$ cat config.mk
export PLATFORM = sky130hd
export DESIGN_NAME = uscfc_top
export DESIGN_NICKNAME = d
export VERILOG_FILES = /design/src/rtl/uscfc_pkg.sv /design/src/rtl/uscfc_flash_if.sv /design/src/rtl/uscfc_store.sv /design/src/rtl/uscfc_top.sv
export SDC_FILE = /design/constraint.sdc
export NUM_CORES = 1
export LEC_CHECK = 0
export BUFFER_PORTS_ARGS = -buffer_cell sky130_fd_sc_hd__buf_2
export CORE_MARGIN = 3
export CORE_UTILIZATION = 60
export CTS_CLUSTER_DIAMETER = 80
export CTS_CLUSTER_SIZE = 14
export DETAILED_ROUTE_END_ITERATION = 16
export HOLD_SLACK_MARGIN = 0.08
export PLACE_DENSITY = 0.89
export SETUP_SLACK_MARGIN = 0.4
export SLEW_MARGIN = 30
export SYNTH_ARGS = -nofsm -noshare
export SYNTH_HDL_FRONTEND = slang
export SYNTH_SLANG_ARGS = --single-unit
$ cat constraint.sdc
create_clock -name clk_in -period 3.3 [get_ports clk_in]
set_input_delay 0.165 -clock clk_in [delete_from_list [all_inputs] [get_ports clk_in]]
set_output_delay 0.165 -clock clk_in [all_outputs]
set_load 0.02 [all_outputs]
$ cat src/rtl/uscfc_pkg.sv
/*
  package for the user scratch and flash write counter register group.
  assumes a 16-bit internal register port addressed by byte address.
*/
`default_nettype none
package uscfc_pkg;
  // ---------------------------------------------------------------
  // register map
  // ---------------------------------------------------------------
  localparam logic [6:0]  ADDR_SCRATCH_TWO   = 7'h78;
  localparam logic [6:0]  ADDR_SCRATCH_THREE = 7'h7a;
  localparam logic [6:0]  ADDR_COUNT_LO      = 7'h7c;
  localparam logic [6:0]  ADDR_COUNT_HI      = 7'h7e;
  localparam logic [6:0]  ADDR_GLOBAL_CMD    = 7'h68;
  // ---------------------------------------------------------------
  // fields and reset values
  // ---------------------------------------------------------------
  localparam int          CMD_FLASH_UPDATE_BIT = 3;
  localparam int          DIAG_FLASH_FAIL_BIT  = 2;
  localparam logic [15:0] SCRATCH_RESET        = 16'h0000;
  localparam logic [31:0] COUNT_RESET          = 32'h0000_0000;
  localparam logic [15:0] READ_ZERO            = 16'h0000;
  localparam int          WORDS                = 2;
  typedef enum logic [1:0] {
    USCFC_IDLE,
    USCFC_SAVE,
    USCFC_WAIT
  } uscfc_state_t;
endpackage
`default_nettype wire

$ cat src/rtl/uscfc_flash_if.sv
/*
  interface between the register group and its scratch backup store.
  assumes one clock shared by both ends.
*/
`default_nettype none
interface uscfc_flash_if;
  logic        wr;
  logic        addr;
  logic [15:0] wdata;
  logic [15:0] rdata;
  modport ctrl (output wr, output addr, output wdata, input rdata);
  modport mem  (input wr, input addr, input wdata, output rdata);
endinterface
`default_nettype wire

$ cat src/rtl/uscfc_store.sv
/*
  backup store holding the saved scratch words; registered read data.
  assumes writes come from the register group on the same clock.
*/
`default_nettype none
module uscfc_store
  import uscfc_pkg::*;
(
  input  wire logic   clk_in,
  input  wire logic   rstn_in,
  uscfc_flash_if.mem  port
);
  logic [15:0] mem [WORDS];
  always_ff @(posedge clk_in or negedge rstn_in) begin
    if (!rstn_in) begin
      mem[0]     <= SCRATCH_RESET;
      mem[1]     <= SCRATCH_RESET;
      port.rdata <= SCRATCH_RESET;
    end else begin
      if (port.wr) begin
        mem[port.addr] <= port.wdata;
      end
      port.rdata <= mem[port.addr];
    end
  end
endmodule
`default_nettype wire

$ cat src/rtl/uscfc_top.sv
/*
  user scratch registers and flash write cycle counter.
  assumes a single-cycle internal register port from the serial engine
  and a flash engine that reports completion and failure pulses.
*/
`default_nettype none
module uscfc_top
  import uscfc_pkg::*;
(
  input  wire logic        clk_in,
  input  wire logic        rstn_in,
  input  wire logic        reg_wr_in,
  input  wire logic        reg_rd_in,
  input  wire logic [6:0]  reg_addr_in,
  input  wire logic [15:0] reg_wdata_in,
  input  wire logic        flash_done_in,
  input  wire logic        flash_fail_in,
  input  wire logic        data_ready_req_in,
  output logic [15:0]      reg_rdata_out,
  output logic             reg_rvalid_out,
  output logic             flash_start_out,
  output logic             cmd_busy_out,
  output logic             data_ready_pin_out,
  output logic             flash_fail_stat_out
);
  uscfc_flash_if fif();
  uscfc_state_t  state;
  uscfc_state_t  next_state;
  logic [15:0]   user_scratch_two;
  logic [15:0]   user_scratch_three;
  logic [31:0]   write_count;
  logic          busy;
  // ---------------------------------------------------------------
  // helpers
  // ---------------------------------------------------------------
  function automatic logic addr_hit(input logic [6:0] a,
                                    input logic [6:0] target);
    return a == target;
  endfunction
  // ---------------------------------------------------------------
  // decode
  // ---------------------------------------------------------------
  wire logic hit_two    = addr_hit(reg_addr_in, ADDR_SCRATCH_TWO);
  wire logic hit_three  = addr_hit(reg_addr_in, ADDR_SCRATCH_THREE);
  wire logic hit_lo     = addr_hit(reg_addr_in, ADDR_COUNT_LO);
  wire logic hit_hi     = addr_hit(reg_addr_in, ADDR_COUNT_HI);
  wire logic hit_cmd    = addr_hit(reg_addr_in, ADDR_GLOBAL_CMD);
  wire logic accept     = !busy;
  wire logic wr_ok      = reg_wr_in && accept;
  wire logic rd_ok      = reg_rd_in && accept;
  wire logic wr_two     = wr_ok && hit_two;
  wire logic wr_three   = wr_ok && hit_three;
  wire logic cmd_save   = wr_ok && hit_cmd
                          && reg_wdata_in[CMD_FLASH_UPDATE_BIT];
  wire logic write_done = state == USCFC_WAIT && flash_done_in;
  wire logic [15:0] rd_mux =
    hit_two   ? user_scratch_two   :
    hit_three ? user_scratch_three :
    hit_lo    ? write_count[15:0]  :
    hit_hi    ? write_count[31:16] :
    READ_ZERO;
  // ---------------------------------------------------------------
  // backup sequence
  // ---------------------------------------------------------------
  always_comb begin
    next_state = state;
    unique case (state)
      USCFC_IDLE: if (cmd_save) next_state = USCFC_SAVE;
      USCFC_SAVE: next_state = USCFC_WAIT;
      USCFC_WAIT: if (flash_done_in) next_state = USCFC_IDLE;
    endcase
  end
  assign fif.wr    = state == USCFC_SAVE || cmd_save;
  assign fif.addr  = state == USCFC_SAVE;
  assign fif.wdata = fif.addr ? user_scratch_three : user_scratch_two;
  uscfc_store u_store (
    .clk_in  (clk_in),
    .rstn_in (rstn_in),
    .port    (fif.mem)
  );
  assign busy = state != USCFC_IDLE;
  // ---------------------------------------------------------------
  // registers
  // ---------------------------------------------------------------
  always_ff @(posedge clk_in or negedge rstn_in) begin
    if (!rstn_in) begin
      state              <= USCFC_IDLE;
      user_scratch_two   <= SCRATCH_RESET;
      user_scratch_three <= SCRATCH_RESET;
    end else begin
      state <= next_state;
      if (wr_two) user_scratch_two <= reg_wdata_in;
      if (wr_three) user_scratch_three <= reg_wdata_in;
    end
  end
  always_ff @(posedge clk_in or negedge rstn_in) begin
    if (!rstn_in) begin
      write_count <= COUNT_RESET;
    end else if (write_done) begin
      write_count <= write_count + 32'h0000_0001;
    end
  end
  // ---------------------------------------------------------------
  // outputs
  // ---------------------------------------------------------------
  always_ff @(posedge clk_in or negedge rstn_in) begin
    if (!rstn_in) begin
      reg_rdata_out       <= READ_ZERO;
      reg_rvalid_out      <= 1'b0;
      flash_start_out     <= 1'b0;
      cmd_busy_out        <= 1'b0;
      data_ready_pin_out  <= 1'b0;
      flash_fail_stat_out <= 1'b0;
    end else begin
      reg_rvalid_out     <= rd_ok;
      if (rd_ok) reg_rdata_out <= rd_mux;
      flash_start_out    <= cmd_save;
      cmd_busy_out       <= busy || cmd_save;
      data_ready_pin_out <= data_ready_req_in && !busy;
      if (cmd_save) flash_fail_stat_out <= 1'b0;
      if (write_done)
        flash_fail_stat_out <= flash_fail_in;
    end
  end
  // ---------------------------------------------------------------
  // checks
  // ---------------------------------------------------------------
  property p_scratch_rw;
    @(posedge clk_in) disable iff (!rstn_in)
    wr_two |=> user_scratch_two == $past(reg_wdata_in);
  endproperty
  a_scratch_rw: assert property (p_scratch_rw)
    else $error("scratch write lost");
  property p_count_step;
    @(posedge clk_in) disable iff (!rstn_in)
    (state == USCFC_WAIT && flash_done_in)
      |=> write_count == $past(write_count) + 32'h0000_0001;
  endproperty
  a_count_step: assert property (p_count_step)
    else $error("counter did not step by one");
  property p_count_hold;
    @(posedge clk_in) disable iff (!rstn_in)
    !(state == USCFC_WAIT && flash_done_in) |=> $stable(write_count);
  endproperty
  a_count_hold: assert property (p_count_hold)
    else $error("counter moved without flash write");
  property p_lo_read;
    @(posedge clk_in) disable iff (!rstn_in)
    (rd_ok && reg_addr_in == ADDR_COUNT_LO)
      |=> reg_rvalid_out && reg_rdata_out == $past(write_count[15:0]);
  endproperty
  a_lo_read: assert property (p_lo_read)
    else $error("low word read wrong");
  property p_hi_read;
    @(posedge clk_in) disable iff (!rstn_in)
    (rd_ok && reg_addr_in == ADDR_COUNT_HI)
      |=> reg_rdata_out == $past(write_count[31:16]);
  endproperty
  a_hi_read: assert property (p_hi_read)
    else $error("high word read wrong");
  property p_start;
    @(posedge clk_in) disable iff (!rstn_in)
    cmd_save |=> flash_start_out ##1 cmd_busy_out;
  endproperty
  a_start: assert property (p_start)
    else $error("flash update not started");
  property p_busy_quiet;
    @(posedge clk_in) disable iff (!rstn_in)
    busy |=> !reg_rvalid_out && !data_ready_pin_out;
  endproperty
  a_busy_quiet: assert property (p_busy_quiet)
    else $error("activity during command");
  property p_fail_flag;
    @(posedge clk_in) disable iff (!rstn_in)
    (state == USCFC_WAIT && flash_done_in && flash_fail_in)
      |=> flash_fail_stat_out;
  endproperty
  a_fail_flag: assert property (p_fail_flag)
    else $error("flash failure not reported");
  property p_three_rw;
    @(posedge clk_in) disable iff (!rstn_in)
    wr_three |=> user_scratch_three == $past(reg_wdata_in);
  endproperty
  a_three_rw: assert property (p_three_rw)
    else $error("second scratch write lost");
  property p_refuse_write;
    @(posedge clk_in) disable iff (!rstn_in)
    (busy && reg_wr_in)
      |=> $stable(user_scratch_two) && $stable(user_scratch_three);
  endproperty
  a_refuse_write: assert property (p_refuse_write)
    else $error("write taken during command");
  property p_no_restart;
    @(posedge clk_in) disable iff (!rstn_in)
    (busy && reg_wr_in) |=> !flash_start_out;
  endproperty
  a_no_restart: assert property (p_no_restart)
    else $error("update restarted during command");
  property p_backup_two;
    @(posedge clk_in) disable iff (!rstn_in)
    (state == USCFC_WAIT && $past(state) == USCFC_WAIT)
      |-> fif.rdata == user_scratch_two;
  endproperty
  a_backup_two: assert property (p_backup_two)
    else $error("scratch word not saved");
  property p_fail_clear;
    @(posedge clk_in) disable iff (!rstn_in)
    cmd_save |=> !flash_fail_stat_out;
  endproperty
  a_fail_clear: assert property (p_fail_clear)
    else $error("stale flash failure shown");
  property p_drdy_follow;
    @(posedge clk_in) disable iff (!rstn_in)
    !busy |=> data_ready_pin_out == $past(data_ready_req_in);
  endproperty
  a_drdy_follow: assert property (p_drdy_follow)
    else $error("data ready not passed on");
endmodule
`default_nettype wire

* After elaboration in Yosys (flattened, before gate mapping) *
Index checks and enable logic that the tools add are counted.

storage, ports and cells
  output and inout port bits = 21
  register bits = 87
  input bits = 30

cells by class
  $add $sub $neg = 1
  multiplexer cells = 9
  reduce and logical (&&, ||, !) cells = 14
  equal/unequal tests = 9

operators with widths
  kind                                                             number
  16-bit two-way mux                                               4
  7-bit == test, second input constant                             5
  32-bit by 1-bit adder with 32-bit output, second input constant  1
  1-bit logical AND                                                8
  2-bit one-hot mux with 3 select lines                            1
  2-bit two-way mux                                                2
  2-bit != test, second input constant                             2
  2-bit nonzero test                                               2
  2-bit by 1-bit == test with 1-bit output, second input constant  1
  2-bit == test, second input constant                             1
  2-bit zero test                                                  1
  1-bit two-way mux                                                2
  2-bit AND reduction                                              1
  1-bit zero test                                                  1
  1-bit logical OR                                                 1

* Logic depth before layout (Yosys ltp) *
  depth after elaboration = 7
  depth in mapped cells = 7
  mapped depth without buffers = 6

* Least setup slack after synthesis *
Ideal clock, no wire load.

  path type = register -> register
  start = register state[0]
  end = register write_count[23]
  slack = 1.377 ns
  data arrival time = 1.844 ns
  setup time = 0.079 ns
  stages on the path, launching flop included = 7
  buffers on the path = 0
  cells stage by stage = dfrtp_1 inv_1 ha_1 nand4_1 or4_4 nor4_1 xor2_1

between the ends
  word-level cells in the longest chain between the ends = 2

ends and longest elaborated chain
  what                      RTL line          text
  start: declaration        uscfc_top.sv:27   uscfc_state_t state;
  start signal: assignment  uscfc_top.sv:91   state <= next_state;
  2-bit == test             uscfc_top.sv:55   wire logic write_done = state == USCFC_WAIT && flash_done_in;
  1-bit logical AND         uscfc_top.sv:55
  end signal: assignment    uscfc_top.sv:100  write_count <= write_count + 32'h0000_0001;
  end: declaration          uscfc_top.sv:31   logic [31:0] write_count;

Every way passes these cells.
A chain may end at the register's enable or synchronous reset.

* Worst setup path after layout *
  start = register state[1]
  end = register reg_rdata_out[10]

between the ends
  word-level cells in the longest chain between the ends = 3

ends and longest elaborated chain
  what                    RTL line          text
  2-bit nonzero test      uscfc_top.sv:81   assign busy = state != USCFC_IDLE;
  1-bit zero test         uscfc_top.sv:48   wire logic accept = !busy;
  1-bit logical AND       uscfc_top.sv:50   wire logic rd_ok = reg_rd_in && accept;
  named net rd_ok         uscfc_top.sv:50
  end signal: assignment  uscfc_top.sv:116  if (rd_ok) reg_rdata_out <= rd_mux;
  end: declaration        uscfc_top.sv:19   output logic [15:0] reg_rdata_out,

The timed path passes the listed nets, and every way through them passes these cells.

==> summary.md <==
| Metric | Value |
|---|---|
| GRT Overall Usage | 25.1% |
| Worst vdd ir | 0.374 mV |
| Vias in the first global route | 3028 |
| Xor and xnor area share after synthesis | 6.89% |
| F_max | 0.450 GHz |
| Synth top area share | 55.3% |
| Core Util, Final | 75.0% |
| Final-report max-slew violation count | 0 |
| CP Capture Type | flip-flop |
| Net Sw Frac | 28.2% |
| Arr. time, crit path | 2.46 ns |
| Die area | 7570 um2 |
| CP startpoint | state[1] |
| Max-slew headroom | 43.2% |
| Dominant cell type by area after synthesis | dfrtp_1 |
| Initial antenna violation count | 0 |
| DRC viols | 0 |
| Tightest Pin Transition | 0.845 ns |
| RSZ-0062 raised after global routing | no |
| Pwr/cell area | 501 nW/um2 |
| Routed WL | 8900 um |
| Min Tclk post-route | 2.22 ns |
| Crit share post-route | 67.3% |
| Fin Setup TNS | 0 ns |
| # fillers | 374 |
| Vias | 2879 |
| Worst path cell trace | inv_1 -> ha_1 -> nand2_1 -> inv_1 -> nand2_1 -> o21ai_0 |
| Final hold viol count | 0 |
| Hold buffer count at CTS | 16 |
| Yosys warnings | 0 |
| Clk slew on worst S/H paths | 0.08 ns |
| Net switching power | 651 uW |
| Kind of critical path | reg -> reg |
| Met1 Use GR | 33.2% |
| Static Leakage | 0.00233 uW |
| Adder-cell share of the synthesized area | 1.27% |
| Final worst clock skew | 0.00997 ns |
| Layout cells sized above 1 | 26.8% |
| Max stage delay on crit path | 0.42 ns |
| R2R depth | 6 |
| CP Max Fanout | 17 |
| Outcome | finished clean |
| Clock Tree Buf Depth | 2 |
| Core Region | 6130 um2 |
| Max Cap Violations | 0 |
| Clock sinks | 87 |
| Crit path max-delay cell type | nand2_1 |
| Post-synth EDFFs | 0 |
| Layout area overhead | 16.7% |
| Worst R2R Start | state[1] |
| Layout net count | 436 |
| HP Class | in -> reg |
| Total grt overflow | 0 |
| Post-synth top flop | dfrtp_1 |
| Post-layout instance area | 4600 um2 |
| Net Count, Synth | 370 |
| Wire length per cell | 18.5 um |
| Mapped Area | 3940 um2 |
| DIE WIDTH | 87.0 um |
| Buffer count from post-CTS setup fixing | 0 |
| Vias per cell | 5.99 |
| Async S/R FF share, synth | 100% |
| Starting Density | 64.2% |
| Area share of and/or/nand/nor cells after synthesis | 13.9% |
| # rows | 28 |
| # IOs | 51 |
| Mapped Avg Cell Area | 11.7 um2 |
| Post-CTS sizing | 0 |
| Routability congestion estimate | 0.876 |
| Top post-synthesis cells by area | dfrtp_1 55%, mux2_2 9.7%, nand2_1 4.5%, xnor2_1 4.4%, mux2i_1 4.3% |
| Reg2reg end | reg_rdata_out[10] |
| Total Power | 2310 uW |
| Pre-CTS setup slack | 1.06 ns |
| Number of synthesized register bits | 87 |
| Final setup viols | 0 |
| Synth Area in Compound Gates | 6.10% |
| Global Route met3 Usage | 3.22% |
| Combinational share of power | 16.7% |
| Worst Setup EP | reg_rdata_out[10] |
| Critical Path RT | 3.54 ns |
| H-tree levels | 3 |
| TritonCTS clock tree | built |
| Commonest non-fill, non-tap cells in the layout | 87 x dfrtp_1, 49 x buf_2, 47 x nand2_1, 34 x mux2_2, 20 x xnor2_1 |
| Cell internal pwr | 1650 uW |
| Proportion of power drawn by the clock network | 29.8% |
| Worst skew pair latency | 0.35 ns |
| Clock root cell | clkbuf_8 |
| Setup ws final | 1.08 ns |
| Largest family of logic cells by synthesized area | multiplexers |
| Crit start category | flip-flop |
| Syn Inst Count | 336 |
| Cell Area, Placed | 4240 um2 |
| Hold Path Origin | reg_wdata_in[3] |
| Port Buffers | 50 |
| Die H | 87.0 um |
| Internal reg-to-reg setup slack | 1.08 ns |
| Mux share of post-synthesis cell area | 14.0% |
| Met2 global-route usage | 40.9% |
| Drt pass-1 iters | 4 |
| CTS buffer count | 9 |
| DP Wirelength | 5880 um |
| Post-DRT Antenna Nets | 0 |
| Commonest non-fill, non-tap cell in the layout | dfrtp_1 |
| First-pass GRT wire length | 14600 um |
| Diodes inserted | 0 |
| Post-synth cell types | 33 |
| Largest net degree at the start of global routing | 88 |
| Sequential Power Share | 53.5% |
| Busiest grt layer | met2 |
| Detailed Route Iter0 Violations | 217 |
| Post-synthesis sequential area ratio | 55.3% |
[layer usage]
| layer | share of wire, % | wire (um) |
|---|---|---|
| met5 | 0 | 0 |
| met2 | 50 | 4490 |
| met4 | 2.6 | 234 |
| met3 | 4.9 | 437 |
| met1 | 42 | 3740 |
[cell families (layout without fill, tap and decap cells)]
| family | Yosys count | in the layout |
|---|---|---|
| AND/OR/NAND/NOR | 104 | 104 |
| flip-flops | 87 | 87 |
| multiplexers | 51 | 51 |
| AO/OA/AOI/OAI | 35 | 35 |
| XOR/XNOR | 31 | 31 |
| buffers and inverters | 24 | 94 |
| adder cells (fa/ha/maj) | 4 | 4 |
[layout make-up]
class,instances,area [um2],area share (%)
tap,75,93.8,2.04
inverter,10,37.5,0.816
sequential,87,2180,47.3
timing repair buffer,69,442,9.61
clock inverter,2,15.0,0.327
clock buffer,13,169,3.67
multi-input combinational,225,1660,36.2
[worst max-delay path: cells and delay by family (launching register included)]
family                     cells  cell delay (ns)
and+or+nand+nor                2             0.78
DFF                            1             0.40
buffers and inverters          2             0.34
AOI/OAI and AO/OA              1             0.33
adders and majority gates      1             0.25
[power groups by stage]
stage          Sequential (uW)  Combinational [uW]  Clock [uW]
3_5_place_dp              1250                 364           0
5_1_grt                   1240                 425         732
6_report                  1230                 385         688
2_1_floorplan             1270                 208           0
4_1_cts                   1230                 380         694
3_3_place_gp              1240                 342           0
[per-stage QoR]
step                      hold slack, ns  instances
after floorplan                   -0.131        336
after global placement             0.387        449
after detailed placement           0.275        449
after CTS                         0.0843        480
after global routing              0.0843        481
final                             0.0933        481
[worst min path at each step]
| stage | end | depth (start not counted) | slack (ns) |
|---|---|---|---|
| floorplan | cmd_busy_out | 0 | -0.13 |
| global placement | data_ready_pin_out | 2 | 0.39 |
| detailed placement | user_scratch_two[1] | 1 | 0.28 |
| CTS | user_scratch_three[6] | 2 | 0.08 |
| global route | user_scratch_two[7] | 2 | 0.08 |
| finish | user_scratch_three[3] | 2 | 0.09 |
[state kept, by name, indices dropped and copies added, names as in the netlist, 2 cells and up]
register and flops:
user_scratch_three 16, user_scratch_two 16, reg_rdata_out 16, write_count 32
state 2
[cells in the mapped netlist (all sizes together) (7+ instances only)]
cell,n
nor2,8
dfrtp,87
inv,10
o221ai,16
o21ai,18
nand3,11
clkbuf,7
buf,7
xor2,11
mux2,34
nand4,8
mux2i,17
xnor2,20
nand2,47
(Power assumes the default switching activity.)
